<file path="config.mk">
export PLATFORM = sky130hd
export DESIGN_NAME = reset_and_mode_select_pins
export DESIGN_NICKNAME = d
export VERILOG_FILES = /design/src/rtl/rst_mode_pkg.sv /design/src/rtl/bit_shaper.sv /design/src/rtl/cycle_timer.sv /design/src/rtl/reset_and_mode_select_pins.sv
export VERILOG_INCLUDE_DIRS = /design/src /design/src/rtl
export SDC_FILE = /design/constraint.sdc
export NUM_CORES = 1
export LEC_CHECK = 0
export BUFFER_PORTS_ARGS = -buffer_cell sky130_fd_sc_hd__buf_4
export CAP_MARGIN = 15
export CORE_MARGIN = 2
export CORE_UTILIZATION = 55
export DETAILED_ROUTE_END_ITERATION = 10
export PLACE_DENSITY = 0.81
export SLEW_MARGIN = 5
export SYNTH_ARGS = -nofsm -noshare
export SYNTH_HDL_FRONTEND = slang
export SYNTH_HIERARCHICAL = 1
export SYNTH_SLANG_ARGS = --single-unit
export TNS_END_PERCENT = 30
</file>
<file path="constraint.sdc">
create_clock -name i_core_clk -period 5.26 [get_ports i_core_clk]
set_clock_uncertainty 0.05 [all_clocks]
set_input_delay 0.789 -clock i_core_clk [delete_from_list [all_inputs] [get_ports i_core_clk]]
set_output_delay 0.789 -clock i_core_clk [all_outputs]
set_load 0.005 [all_outputs]
</file>
<file path="src/rtl/rst_mode_consts.svh">
`ifndef RST_MODE_CONSTS_SVH
`define RST_MODE_CONSTS_SVH
// bus clock period in ps
`define CORE_CLK_PERIOD_PS 4000
// non-power-on reset drive length on the shared pin, in bus cycles
`define RST_DRIVE_CYCLES 66
// mode pin hold window after power-on or debug-forced reset release, in cycles
`define MODE_HOLD_CYCLES 16
// background debug bit time in debug clock cycles
`define DBG_BIT_CYCLES 16
// reset cause bit positions
`define CAUSE_POR 0
`define CAUSE_LVD 1
`define CAUSE_PIN 2
`define CAUSE_DBG 3
`define CAUSE_INT 4
`define CAUSE_W 5
// speed-up pulse length in cycles
`define SPEEDUP_CYCLES 1
`endif

</file>
<file path="src/rtl/rst_mode_pkg.sv">
package rst_mode_pkg;
  typedef enum logic [1:0] {
    mode_normal,
    mode_halt,
    mode_boot
  } run_mode_type;
  typedef enum logic [1:0] {
    pin_reset,
    pin_gpio,
    pin_compare
  } pin_func_type;
endpackage

</file>
<file path="src/rtl/bit_shaper.sv">
`timescale 1ns/1ps
// pseudo open-drain bit driver for the debug pin: low phase, then a brief high push
module bit_shaper #(
  parameter int BIT_CYCLES = 16
) (
  input wire logic i_core_clk,
  input wire logic i_reset,
  input wire logic i_start,
  input wire logic i_bit,
  output logic o_busy,
  output logic o_drive_low,
  output logic o_drive_high
);
  localparam int CW = $clog2(BIT_CYCLES + 1);
  localparam logic [CW-1:0] LOW_ONE = CW'(BIT_CYCLES / 4);
  localparam logic [CW-1:0] LOW_ZERO = CW'((BIT_CYCLES * 3) / 4);
  logic [CW-1:0] cnt_q;
  logic [CW-1:0] low_len_q;

  // one bit time of exactly BIT_CYCLES cycles
  always_ff @(posedge i_core_clk) begin
    if (i_reset) begin
      cnt_q <= '0;
      low_len_q <= '0;
    end else if (i_start && cnt_q == '0) begin
      cnt_q <= CW'(BIT_CYCLES);
      low_len_q <= i_bit ? LOW_ONE : LOW_ZERO;
    end else if (cnt_q != '0) begin
      cnt_q <= cnt_q - 1'b1;
    end
  end

  assign o_busy = (cnt_q != '0);
  // low for the first part of the bit, then a one-cycle speed-up push
  assign o_drive_low = o_busy && (CW'(BIT_CYCLES) - cnt_q) < low_len_q;
  assign o_drive_high = o_busy && (CW'(BIT_CYCLES) - cnt_q) == low_len_q;
endmodule

</file>
<file path="src/rtl/cycle_timer.sv">
`timescale 1ns/1ps
// loadable down counter; busy while non-zero
module cycle_timer #(
  parameter int WIDTH = 7
) (
  input wire logic i_core_clk,
  input wire logic i_reset,
  input wire logic i_load,
  input wire logic [WIDTH-1:0] i_count,
  output logic o_busy
);
  logic [WIDTH-1:0] cnt_q;

  // load wins over counting so a retrigger restarts the full length
  always_ff @(posedge i_core_clk) begin
    if (i_reset) begin
      cnt_q <= '0;
    end else if (i_load) begin
      cnt_q <= i_count;
    end else if (cnt_q != '0) begin
      cnt_q <= cnt_q - 1'b1;
    end
  end

  assign o_busy = (cnt_q != '0);
endmodule

</file>
<file path="src/rtl/reset_and_mode_select_pins.sv">
`timescale 1ns/1ps
`include "rst_mode_consts.svh"
// Notes on behaviour
// - after power-on reset the shared pin acts as external reset input
// - clearing the reset-pin enable frees the pin for gpio or comparator use
// - once gpio, the pin stays gpio until power-on or low-voltage reset
// - with reset enabled, an outside low on the pin resets the device
// - any non-power-on reset drives the enabled reset pin low 66 cycles
// - each reset's cause sets its matching bit in reset cause status
// - during power-on or debug-forced reset the debug pin selects mode
// - once reset ends the debug pin serves background debug traffic
// - debug pin high at reset release gives normal mode unless it is a power-on reset with boot select low
// - debug pin held low for 16 cycles after power-on or debug-forced release forces halt mode
// - each debug bit lasts 16 debug clock cycles, up to bus rate
// - debug pin is pseudo open-drain with brief active high pushes
// - boot select low at power-on with debug pin high selects bootloader
// - boot select pull-up on during power-on, then pin is output only
// - after reset the system runs from the internal generated clock
// - interrupt pin feeds the request; when disabled it is freed
// - both select pins low at power-on selects background mode
// - internal resets and both pins high select normal run mode
module reset_and_mode_select_pins
  import rst_mode_pkg::*;
(
  input wire logic i_core_clk,
  input wire logic i_reset,
  input wire logic i_por,
  input wire logic i_lvd,
  input wire logic i_internal_reset_req,
  input wire logic i_debug_forced_reset_bit,
  input wire logic i_reset_pin_function_enable,
  input wire logic i_gpio_select,
  input wire logic i_shared_reset_pin_in,
  input wire logic i_gpio_out,
  input wire logic i_gpio_oe,
  input wire logic i_debug_mode_select_pin_in,
  input wire logic i_boot_loader_select_pin_in,
  input wire logic i_boot_gpio_out,
  input wire logic i_irq_pin_in,
  input wire logic i_irq_enable,
  input wire logic i_dbg_tx_start,
  input wire logic i_dbg_tx_bit,
  input wire logic i_ext_clk_select,
  output logic o_shared_reset_pin_out,
  output logic o_shared_reset_pin_oe,
  output logic o_comparator_in,
  output logic o_gpio_in,
  output rst_mode_pkg::pin_func_type o_pin_func,
  output logic o_system_reset,
  output logic [`CAUSE_W-1:0] o_reset_cause_status,
  output rst_mode_pkg::run_mode_type o_run_mode,
  output logic o_mode_valid,
  output logic o_debug_pin_out,
  output logic o_debug_pin_oe,
  output logic o_debug_rx,
  output logic o_dbg_tx_busy,
  output logic o_boot_pin_pullup,
  output logic o_boot_pin_out,
  output logic o_boot_pin_oe,
  output logic o_irq_request,
  output logic o_irq_pin_free,
  output logic o_use_internal_clk
);
  import rst_mode_pkg::*;

  localparam logic [6:0] DRIVE_LEN = 7'(`RST_DRIVE_CYCLES);
  localparam logic [4:0] HOLD_LEN = 5'(`MODE_HOLD_CYCLES);

  logic gpio_lock_q;
  logic pin_rst_en;
  logic ext_rst;
  logic any_reset;
  logic non_por_reset;
  logic rst_active_q;
  logic drive_busy;
  logic drive_load;
  logic [`CAUSE_W-1:0] cause_q;
  logic mode_reset_q;
  logic por_seen_q;
  logic [4:0] hold_q;
  logic ms_low_q;
  logic bl_low_q;
  run_mode_type mode_q;
  logic mode_valid_q;
  logic dbg_low;
  logic dbg_high;
  logic in_rst_q;

  // pin stays reset until software frees it; a gpio choice sticks past
  // ordinary resets, cleared only by power-on or low voltage
  always_ff @(posedge i_core_clk) begin
    if (i_reset || i_por || i_lvd) begin
      gpio_lock_q <= 1'b0;
    end else if (!i_reset_pin_function_enable && i_gpio_select) begin
      gpio_lock_q <= 1'b1;
    end
  end

  // enabled after power-on since the enable input then reads its reset value
  assign pin_rst_en = !gpio_lock_q && i_reset_pin_function_enable;

  // function reported for the pin mux
  always_comb begin
    if (pin_rst_en) begin
      o_pin_func = pin_reset;
    end else if (gpio_lock_q || i_gpio_select) begin
      o_pin_func = pin_gpio;
    end else begin
      o_pin_func = pin_compare;
    end
  end

  // the pin's own low is ignored while we drive it, else it would retrigger
  assign ext_rst = pin_rst_en && !i_shared_reset_pin_in && !drive_busy;
  assign non_por_reset = !i_por && (i_lvd || i_internal_reset_req || ext_rst
                         || i_debug_forced_reset_bit);
  assign any_reset = i_por || non_por_reset;

  // start the drive on the first cycle of a non-power-on reset
  assign drive_load = non_por_reset && !rst_active_q && !drive_busy;

  cycle_timer #(
    .WIDTH(7)
  ) u_drive_timer (
    .i_core_clk(i_core_clk),
    .i_reset(i_reset || i_por),
    .i_load(drive_load),
    .i_count(DRIVE_LEN),
    .o_busy(drive_busy)
  );

  // track reset in progress to edge-detect the start of each reset
  always_ff @(posedge i_core_clk) begin
    if (i_reset) begin
      rst_active_q <= 1'b1;
    end else begin
      rst_active_q <= any_reset || drive_busy;
    end
  end

  // pin drive: low during the reset stretch, gpio in gpio mode, released otherwise
  always_comb begin
    if (pin_rst_en) begin
      o_shared_reset_pin_out = 1'b0;
      o_shared_reset_pin_oe = drive_busy;
    end else if (o_pin_func == pin_gpio) begin
      o_shared_reset_pin_out = i_gpio_out;
      o_shared_reset_pin_oe = i_gpio_oe;
    end else begin
      o_shared_reset_pin_out = 1'b0;
      o_shared_reset_pin_oe = 1'b0;
    end
  end
  assign o_comparator_in = (o_pin_func == pin_compare) && i_shared_reset_pin_in;
  assign o_gpio_in = (o_pin_func == pin_gpio) && i_shared_reset_pin_in;
  assign o_system_reset = any_reset || drive_busy;

  // cause capture: one-hot per new reset; power-on overrides everything
  always_ff @(posedge i_core_clk) begin
    if (i_reset) begin
      cause_q <= '0;
      cause_q[`CAUSE_POR] <= 1'b1;
    end else if (i_por) begin
      cause_q <= '0;
      cause_q[`CAUSE_POR] <= 1'b1;
    end else if (drive_load) begin
      cause_q <= '0;
      if (i_lvd) begin
        cause_q[`CAUSE_LVD] <= 1'b1;
      end else if (i_debug_forced_reset_bit) begin
        cause_q[`CAUSE_DBG] <= 1'b1;
      end else if (ext_rst) begin
        cause_q[`CAUSE_PIN] <= 1'b1;
      end else begin
        cause_q[`CAUSE_INT] <= 1'b1;
      end
    end
  end
  assign o_reset_cause_status = cause_q;

  // remember whether this reset may pick a mode (power-on or debug forced)
  always_ff @(posedge i_core_clk) begin
    if (i_reset) begin
      mode_reset_q <= 1'b1;
      por_seen_q <= 1'b1;
    end else if (i_por) begin
      mode_reset_q <= 1'b1;
      por_seen_q <= 1'b1;
    end else if (i_debug_forced_reset_bit) begin
      mode_reset_q <= 1'b1;
      por_seen_q <= 1'b0;
    end else if (non_por_reset) begin
      mode_reset_q <= 1'b0;
      por_seen_q <= 1'b0;
    end
  end

  always_ff @(posedge i_core_clk) begin
    in_rst_q <= i_reset ? 1'b1 : o_system_reset;
  end

  // boot select is sampled only while power-on reset holds
  always_ff @(posedge i_core_clk) begin
    if (i_reset) begin
      bl_low_q <= 1'b0;
    end else if (i_por) begin
      bl_low_q <= !i_boot_loader_select_pin_in;
    end
  end

  // hold window: count cycles after a mode-selecting release, tracking whether the debug pin stays low
  always_ff @(posedge i_core_clk) begin
    if (i_reset || o_system_reset) begin
      hold_q <= '0;
      ms_low_q <= 1'b0;
    end else if (in_rst_q && mode_reset_q) begin
      hold_q <= HOLD_LEN - 5'h01;
      ms_low_q <= !i_debug_mode_select_pin_in;
    end else if (hold_q != '0) begin
      hold_q <= hold_q - 5'h01;
      ms_low_q <= ms_low_q && !i_debug_mode_select_pin_in;
    end
  end

  // mode decision; valid at release, or after the hold window if a mode-selecting reset ends with the debug pin low
  always_ff @(posedge i_core_clk) begin
    if (i_reset || o_system_reset) begin
      mode_valid_q <= 1'b0;
      if (!mode_reset_q || i_internal_reset_req) begin
        mode_q <= mode_normal;
      end
    end else if (in_rst_q && !mode_reset_q) begin
      mode_q <= mode_normal;
      mode_valid_q <= 1'b1;
    end else if (in_rst_q && mode_reset_q && !i_debug_mode_select_pin_in) begin
      mode_valid_q <= 1'b0;
    end else if (in_rst_q && mode_reset_q) begin
      // pin high at release decides at once
      mode_q <= (por_seen_q && bl_low_q) ? mode_boot : mode_normal;
      mode_valid_q <= 1'b1;
    end else if (!mode_valid_q && hold_q == 5'h01) begin
      // held low through the window: halt wins over the bootloader
      mode_q <= (ms_low_q && !i_debug_mode_select_pin_in) ? mode_halt
                : ((por_seen_q && bl_low_q) ? mode_boot : mode_normal);
      mode_valid_q <= 1'b1;
    end
  end
  assign o_run_mode = mode_q;
  assign o_mode_valid = mode_valid_q;

  // background debug bit driver, idle during reset so mode select is undisturbed
  bit_shaper #(
    .BIT_CYCLES(`DBG_BIT_CYCLES)
  ) u_bit_shaper (
    .i_core_clk(i_core_clk),
    .i_reset(i_reset || o_system_reset),
    .i_start(i_dbg_tx_start && mode_valid_q),
    .i_bit(i_dbg_tx_bit),
    .o_busy(o_dbg_tx_busy),
    .o_drive_low(dbg_low),
    .o_drive_high(dbg_high)
  );

  // pseudo open-drain: drive low, or a brief high push, else released
  assign o_debug_pin_out = dbg_high;
  assign o_debug_pin_oe = dbg_low || dbg_high;
  assign o_debug_rx = mode_valid_q && i_debug_mode_select_pin_in;

  // boot select pin: pulled up input during power-on, output only after
  assign o_boot_pin_pullup = i_por || (in_rst_q && por_seen_q && o_system_reset);
  assign o_boot_pin_oe = !o_system_reset;
  assign o_boot_pin_out = !o_system_reset && i_boot_gpio_out;

  // external interrupt pin; low-true request when enabled
  assign o_irq_request = i_irq_enable && !i_irq_pin_in;
  assign o_irq_pin_free = !i_irq_enable;

  // clock source stays internal from reset until software selects otherwise
  always_ff @(posedge i_core_clk) begin
    if (i_reset || o_system_reset) begin
      o_use_internal_clk <= 1'b1;
    end else if (i_ext_clk_select) begin
      o_use_internal_clk <= 1'b0;
    end
  end

  a_drive_length: assert property (@(posedge i_core_clk) disable iff (i_reset || i_por)
    drive_load |=> drive_busy [*8]) else $error("reset pin drive ended early");
  a_gpio_sticky: assert property (@(posedge i_core_clk) disable iff (i_reset)
    (gpio_lock_q && !i_por && !i_lvd) |=> !pin_rst_en) else $error("gpio lock lost");
  a_pin_low_oe: assert property (@(posedge i_core_clk) disable iff (i_reset)
    o_shared_reset_pin_oe && pin_rst_en |-> !o_shared_reset_pin_out)
    else $error("reset pin driven high");
  a_ext_reset: assert property (@(posedge i_core_clk) disable iff (i_reset)
    (pin_rst_en && !i_shared_reset_pin_in && !drive_busy) |-> o_system_reset)
    else $error("pin low did not reset");
  a_por_cause: assert property (@(posedge i_core_clk) disable iff (i_reset)
    i_por |=> cause_q[`CAUSE_POR]) else $error("power-on cause missing");
  a_halt_mode: assert property (@(posedge i_core_clk) disable iff (i_reset)
    (mode_valid_q && mode_q == mode_halt) |-> mode_reset_q)
    else $error("halt after plain reset");
  a_internal_normal: assert property (@(posedge i_core_clk) disable iff (i_reset)
    $rose(mode_valid_q) && !mode_reset_q |-> mode_q == mode_normal)
    else $error("internal reset not normal");
  a_dbg_quiet: assert property (@(posedge i_core_clk) disable iff (i_reset)
    o_system_reset |=> !o_debug_pin_oe) else $error("debug pin driven in reset");
  a_boot_pullup: assert property (@(posedge i_core_clk) disable iff (i_reset)
    i_por |-> o_boot_pin_pullup && !o_boot_pin_oe) else $error("boot pull-up off");

  // the status register must name exactly one cause, never zero or several
  a_cause_onehot: assert property (@(posedge i_core_clk) disable iff (i_reset)
    $onehot(cause_q))
    else $error("reset cause not one-hot");
  // outside reset the boot select pin is an output with its pull-up off
  a_boot_output: assert property (@(posedge i_core_clk) disable iff (i_reset)
    !o_system_reset |-> o_boot_pin_oe && !o_boot_pin_pullup)
    else $error("boot pin not output after reset");
  // every reset hands the system back to the internal clock
  a_internal_clk: assert property (@(posedge i_core_clk) disable iff (i_reset)
    o_system_reset |=> o_use_internal_clk)
    else $error("clock not internal after reset");
  // a request can only come from an enabled pin, which then is not free
  a_irq_owned: assert property (@(posedge i_core_clk) disable iff (i_reset)
    o_irq_request |-> !o_irq_pin_free)
    else $error("interrupt pin both free and requesting");
  // a debug bit runs its full length unless a reset cuts it
  a_bit_length: assert property (@(posedge i_core_clk) disable iff (i_reset || o_system_reset)
    $rose(o_dbg_tx_busy) |-> ##15 o_dbg_tx_busy ##1 !o_dbg_tx_busy)
    else $error("debug bit length wrong");
  // debug traffic only once the mode pin has been read and released
  a_tx_after_mode: assert property (@(posedge i_core_clk) disable iff (i_reset)
    o_dbg_tx_busy |-> mode_valid_q)
    else $error("debug traffic before mode decided");
  // a decided mode stays put until the next reset
  a_mode_stable: assert property (@(posedge i_core_clk) disable iff (i_reset)
    (mode_valid_q && !o_system_reset) |=> $stable(mode_q))
    else $error("mode changed outside reset");
endmodule

</file>
==> results.tsv, run 1 <==
stage	metric	value	unit
timing	Final Setup Violations	0	
timing	post-route setup slack	1770	ps
final_layout	Layout area overhead	22.0	%
power_and_ir_drop	Power Dens Cells	331	nW/um^2
global_routing	GRT Util Overall	22.6	%
worst_setup_path	Critical Path Sink Type	output port	
power_and_ir_drop	leakage	0.975	nW
timing	fin crit share	66.3	%
final_layout	share of cells above drive strength 1	26.4	%
final_layout	n_diodes	0	
die	io pins	44	
placement	placed cell area	2310	sq um
clocking	setup bufs post-CTS	0	
drt	DRT iter0 DRCs	149	
timing	highest clock rate	0.287	GHz
global_routing	antenna violations before repair	0	
drt	DR pass1 iterations	6	
global_routing	GR Overflow Total	0	
clocking	clock-pin slew on the worst setup and hold paths	100	ps
worst_setup_path	R2R setup slack	2500	ps
clocking	htree depth	2	
global_routing	grt met2 use	35.0	%
timing	max_slew headroom	31.9	%
clocking	clock sinks	34	
status	status	finished clean	
global_routing	first-pass GRT wire length	7.25	mm
die	Initial Util	57.8	%
die	Row Count	21	
global_routing	met1 usage	30.2	%
clocking	Max Root-Sink Buffers	2	
timing	worst slew pin tran	1010	ps
synthesis	main area contributors after synthesis	dfxtp_1, ha_1, inv_1	
placement	Routability Congestion	0.840	
drt	WL per Instance	13.0	microns
synthesis	Mapped Cells	222	
worst_setup_path	critical path class	reg2out	
timing	setup_tns	0	ps
worst_setup_path	Register-to-Register Path Depth	5	
global_routing	number of global-route vias before repair	1621	
worst_setup_path	FF-to-FF Start	u_drive_timer/cnt_q[2]	
worst_setup_path	worst path arrival time	2650	ps
synthesis	Synth top area share	32.9	%
synthesis	register area share after synthesis	36.0	%
synthesis	dominant synthesized flop cell	dfxtp_1	
timing	final hold violation count	0	
global_routing	met3 Resource Use GR	5.18	%
clocking	CTS tree	done	
placement	Port Buffers	43	
power_and_ir_drop	maximum vdd drop	0.000218	V
synthesis	Cell Area, Synth	1940	sq um
flow_run	Max Cap Viol	0	
die	Core ar.	3360	sq um
drt	DR vias	1743	
clocking	Post-CTS Resized	0	
min_path	Hold EP	o_use_internal_clk	
min_path	Hold Path Depth	1	
synthesis	Syn Area/Cell	8.76	sq um
synthesis	synth warn	6	
clocking	number of buffers created by CTS	5	
synthesis	EDFF count, synth	2	
drt	final antenna-violating net count	0	
worst_setup_path	required time of the critical path	4420	ps
die	Chip Width	63.5	microns
drt	via/cell ratio	5.46	
timing	Hold Slack	419	ps
timing	Slew Viols, Final	0	
min_path	hold crit path type	reg2reg	
placement	Place WS	2180	ps
drt	DRC viols	0	
worst_setup_path	Reg-to-Reg End	o_run_mode[1]	
clocking	cts hold-fix bufs	0	
final_layout	final std cell area, no fill	2370	sq um
synthesis	most frequent cells after synthesis	dfxtp_1, inv_1, nor2_1	
synthesis	Synth Register Bits	34	
synthesis	fraction of registers with async set/reset	0	%
global_routing	GRT busiest layer	met2	
die	Die Area	4030	sq um
final_layout	fin nets	301	
worst_setup_path	CP max FO	8	
clocking	Root Buffer	clkbuf_4	
timing	Tmin final	3490	ps
synthesis	cell taking the most area after synthesis	dfxtp_1	
worst_setup_path	Startpoint Class	flip-flop	
die	chip height	63.5	microns
min_path	hold_sp	o_use_internal_clk	
timing	RSZ-0062 raised after global routing	no	
synthesis	Yosys cell types	58	
drt	Post-Route WL	4.13	mm
final_layout	Finished Core Util	70.5	%
synthesis	most frequent cell after synthesis	dfxtp_1	
placement	DP HPWL	3.07	mm
global_routing	largest net degree at the start of global routing	19	
clocking	worst skew pair latency	340	ps
-- worst max-delay path, stage by stage, from the launching register on --
cell and delay [ps]:
dfxtp_1 380, nor4_2 380, nand2_1 260, nor4b_1 750
nor3_1 170, inv_1 110, a31o_2 150, buf_4 100
-- cell usage in the layout, fill, tap and decap left out, types with 2 or more instances in the layout --
master      n
conb_1      7
a31oi_1     3
and2_1      5
nor3b_1     6
nor2_1     18
nor4_1      2
nand3b_1    2
ha_1       10
edfxtp_1    2
nand3_1     4
a211oi_1    3
o21ai_2     3
nor2b_1     3
xnor2_1     5
buf_4      44
xor2_1      2
a2111oi_2   2
a21oi_1    13
clkbuf_4    5
o221ai_2    2
a21o_1      3
nor3_1     10
nand4b_1    2
or4_4       3
nor4b_1     3
or3_1       2
o21ai_0     7
nand2b_1    4
inv_1      23
o22ai_1     2
dfxtp_1    32
nand2_1    13
-- worst max-delay path by stage --
stage	start	to	depth (start not counted)
2_1_floorplan	u_drive_timer/cnt_q[2]	o_boot_pin_pullup	6
3_3_place_gp	i_por	o_boot_pin_pullup	6
3_5_place_dp	u_drive_timer/cnt_q[2]	o_boot_pin_pullup	7
4_1_cts	u_drive_timer/cnt_q[2]	o_boot_pin_pullup	7
5_1_grt	u_drive_timer/cnt_q[0]	o_boot_pin_pullup	9
6_report	u_drive_timer/cnt_q[2]	o_boot_pin_pullup	7
-- layout make-up --
| class | count | area (sq um) |
|---|---|---|
| Multi-Input combinational cell | 164 | 1140 |
| Fill cell | 293 | 991 |
| Sequential cell | 34 | 701 |
| Timing Repair Buffer | 44 | 330 |
| Inverter | 23 | 86.3 |
| Tap cell | 46 | 57.6 |
| Clock buffer | 7 | 55.1 |
| Clock inverter | 1 | 5.00 |
-- power breakdown --
group / internal (mW) / total, mW / leakage, nW / switching [mW]
clock: 0.0647 / 0.151 / 0.0353 / 0.0865
combinational: 0.146 / 0.323 / 0.659 / 0.177
sequential: 0.284 / 0.310 / 0.280 / 0.0263
total: 0.495 / 0.785 / 0.975 / 0.290
-- kinds of logic (layout without fill, tap and decap cells) --
kind of cell,count (synthesis),count (layout),share of synthesized area [%]
adder cells (fa/ha/maj),10,10,6.44
flip-flops,34,34,36.0
other,2,7,0.386
AO/OA/AOI/OAI,54,54,21.2
buffers and inverters,29,75,6.43
XOR/XNOR,7,7,3.15
AND/OR/NAND/NOR,84,84,25.2
multiplexers,2,2,1.09
-- per-layer routing --
| metal | wire length [microns] | share of wire (%) |
|---|---|---|
| met2 | 1890 | 46 |
| met5 | 0 | 0 |
| met1 | 1970 | 48 |
| met3 | 200 | 4.8 |
| met4 | 75 | 1.8 |
-- flip-flops by register name, indices dropped and copies added, names as in the netlist --
| name | count |
|---|---|
| u_drive_timer/cnt_q | 7 |
| hold_q | 5 |
| o_reset_cause_status | 5 |
| u_bit_shaper/cnt_q | 5 |
| o_run_mode | 2 |
| u_bit_shaper/low_len_q | 2 |
| bl_low_q | 1 |
| gpio_lock_q | 1 |
| in_rst_q | 1 |
| mode_reset_q | 1 |
| ms_low_q | 1 |
| o_mode_valid | 1 |
| o_use_internal_clk | 1 |
| por_seen_q | 1 |
-- stage by stage --
step	total power, mW	instances
CTS	0.792	319
finish	0.785	319
global placement	0.631	311
detailed placement	0.639	311
floorplan	0.554	227
global route	0.843	319
Note: power is estimated with default switching activity, not from simulation.
==> inputs of run 2 (changes only) <==
CORE_UTILIZATION = 54   (was 55)
PLACE_DENSITY = 0.8   (was 0.81)
clock period = 3.66 ns   (was 5.26 ns; I/O delays follow)
==> run 2 against run 1 <==
  * Sequential cell count unchanged
  * Via count is 0.98% higher
  * Global-route usage hardly changed
  * Register-to-register slack got worse by 1600 ps
  * Die area rose by 1.7%
  * Worst hold slack got worse by 87 ps
  * Non-clock buffer count increased by 1
  * Clock-buffer cell count did not move
  * Utilization fell by 0.33 points
  * Combinational power up 47%
==> results.tsv, run 2 (synthesized netlist as in run 1, its figures left out) <==
stage	metric	value	unit	change
power_and_ir_drop	Seq pwr share	39.0	%	-0.6 points
clocking	clock sinks	34		unchanged
timing	post-route setup slack	384	ps	-1390 ps
die	Die Area	4100	sq um	+1.7%
final_layout	final std cell area, no fill	2380	sq um	+0.32%
drt	via/cell ratio	5.50		+0.66%
clocking	number of buffers created by CTS	5		unchanged
global_routing	largest net degree at the start of global routing	19		unchanged
clocking	clock-pin slew on the worst setup and hold paths	100	ps	about the same
placement	Port Buffers	43		unchanged
die	chip height	64.0	microns	+0.87%
final_layout	n_diodes	0		unchanged
worst_setup_path	worst path arrival time	2680	ps	+30 ps
worst_setup_path	Register-to-Register Path Depth	10		+5
flow_run	Max Cap Viol	0		unchanged
die	Initial Util	57.4	%	-0.45 points
clocking	setup bufs post-CTS	0		unchanged
die	Core ar.	3390	sq um	+0.78%
power_and_ir_drop	sw frac	37.6	%	+0.64 points
final_layout	number of flip-flops in the largest register	7		unchanged
power_and_ir_drop	Internal Power	0.715	mW	+44%
drt	DRC viols	0		unchanged
timing	Slew Viols, Final	0		unchanged
placement	DP HPWL	3.01	mm	-2.0%
final_layout	Fillers	305		+4.1%
timing	Hold Slack	332	ps	-87.4 ps
die	io pins	44		unchanged
drt	DR pass1 iterations	5		-1
drt	WL per Instance	12.8	microns	-0.84%
power_and_ir_drop	maximum vdd drop	0.000329	V	+51%
final_layout	fin nets	302		+0.33%
final_layout	Reg area	701	sq um	unchanged
drt	final antenna-violating net count	0		unchanged
clocking	worst skew pair latency	340	ps	about the same
worst_setup_path	worst path cell trace	inv_1 > ha_1 > nor2b_1 > nand2_1 > nor4b_1 > nor3_1 > inv_1 > a31o_2 > buf_4		
worst_setup_path	Startpoint Class	flip-flop		
timing	fin crit share	89.5	%	
power_and_ir_drop	Power Dens Cells	481	nW/um^2	+45%
global_routing	number of global-route vias before repair	1629		+0.49%
clocking	Root Buffer	clkbuf_4		
timing	Tmin final	3280	ps	
status	status	finished clean		
final_layout	commonest non-fill, non-tap cells in the layout	buf_4, dfxtp_1, inv_1		
power_and_ir_drop	leakage	0.979	nW	+0.43%
timing	max_slew headroom	47.1	%	+15 points
timing	final hold violation count	0		unchanged
final_layout	Layout area overhead	22.4	%	
power_and_ir_drop	Clock Power Share	19.6	%	+0.3 points
global_routing	antenna violations before repair	0		unchanged
die	Chip Width	64.0	microns	+0.87%
worst_setup_path	R2R setup slack	890	ps	-1610 ps
worst_setup_path	cell mode on critical path	inv_1		
timing	Final Setup Violations	0		unchanged
clocking	Post-CTS Resized	0		unchanged
clocking	htree depth	2		unchanged
timing	worst slew pin tran	783	ps	-225 ps
placement	Routability Congestion	0.792		-5.8%
drt	DRT iter0 DRCs	127		-15%
min_path	hold crit path type	in2reg		
worst_setup_path	FF-to-FF Start	u_drive_timer/cnt_q[0]		
timing	setup_tns	0	ps	unchanged
worst_setup_path	Critical Path Sink Type	output port		
drt	DR vias	1760		+0.98%
min_path	Hold Path Depth	2		+1
final_layout	Largest Register	u_drive_timer/cnt_q		
die	Row Count	21		unchanged
min_path	Hold EP	bl_low_q		
drt	Post-Route WL	4.11	mm	-0.53%
global_routing	GR Overflow Total	0		unchanged
final_layout	area of the multi-input gates	1140	sq um	unchanged
clocking	Max Root-Sink Buffers	2		unchanged
global_routing	first-pass GRT wire length	7.32	mm	+0.95%
worst_setup_path	critical path class	reg2out		
clocking	cts hold-fix bufs	0		unchanged
placement	Place WS	831	ps	-1350 ps
timing	RSZ-0062 raised after global routing	no		
worst_setup_path	slowest cell on the critical path	nor4b_1		
timing	highest clock rate	0.305	GHz	
worst_setup_path	CP max FO	8		unchanged
worst_setup_path	Reg-to-Reg End	u_drive_timer/cnt_q[5]		
worst_setup_path	required time of the critical path	3060	ps	-1360 ps
global_routing	GRT Util Overall	22.6	%	about the same
power_and_ir_drop	Sw Pwr	0.430	mW	+48%
min_path	hold_sp	i_boot_loader_select_pin_in		
final_layout	share of cells above drive strength 1	26.6	%	+0.27 points
placement	placed cell area	2320	sq um	+0.32%
power_and_ir_drop	combinational share of power	41.4	%	+0.2 points
final_layout	commonest non-fill, non-tap cell in the layout	buf_4		
worst_setup_path	CP peak stage delay	760	ps	about the same
clocking	CTS tree	done		
-- run 2: final cells by class --
cell class | instances | share of cell area, %
Tap cell | 46 | 2.42
Clock buffer | 7 | 2.31
Sequential cell | 34 | 29.4
Multi-Input combinational cell | 164 | 47.8
Inverter | 23 | 3.63
Clock inverter | 1 | 0.210
Timing Repair Buffer | 45 | 14.2
-- run 2: per-layer routing --
metal / global-route usage [%] / wire (microns)
met1: 30.0 / 1980
met2: 35.0 / 1830
met3: 5.28 / 221
met4: 9.78 / 79
met5: 0 / 0
-- run 2: worst max-delay path by stage --
stage                                       from                      to  cells past startpoint
final                     u_drive_timer/cnt_q[0]       o_boot_pin_pullup                      9
after global routing      u_drive_timer/cnt_q[0]       o_boot_pin_pullup                      9
after CTS                 u_drive_timer/cnt_q[0]       o_boot_pin_pullup                      9
after detailed placement  u_drive_timer/cnt_q[0]       o_boot_pin_pullup                      9
after global placement    u_drive_timer/cnt_q[2]       o_boot_pin_pullup                      7
after floorplan           u_drive_timer/cnt_q[2]  u_drive_timer/cnt_q[1]                      8
-- run 2: power groups by stage --
| stage | combinational (mW) | clock (mW) | sequential [mW] |
|---|---|---|---|
| floorplan | 0.350 | 0 | 0.446 |
| global placement | 0.465 | 0 | 0.453 |
| detailed placement | 0.468 | 0 | 0.454 |
| CTS | 0.471 | 0.230 | 0.446 |
| global route | 0.521 | 0.244 | 0.452 |
| finish | 0.474 | 0.224 | 0.446 |
-- run 2: through the flow --
| step | std cells | utilization (%) | total power, mW |
|---|---|---|---|
| 3_5_place_dp | 312 | 68.4 | 0.922 |
| 3_3_place_gp | 312 | 68.4 | 0.918 |
| 5_1_grt | 320 | 70.2 | 1.22 |
| 4_1_cts | 320 | 70.2 | 1.15 |
| 6_report | 320 | 70.2 | 1.15 |
| 2_1_floorplan | 227 | - | 0.796 |
-- run 2: worst max-delay path: cells and delay by family, from the launching register on --
| kind | cells | cell delay (ps) |
|---|---|---|
| AO/OA/AOI/OAI | 1 | 150 |
| flip-flops | 1 | 350 |
| AND/OR/NAND/NOR | 4 | 1330 |
| adder cells (fa/ha/maj) | 1 | 200 |
| buffers and inverters | 3 | 310 |
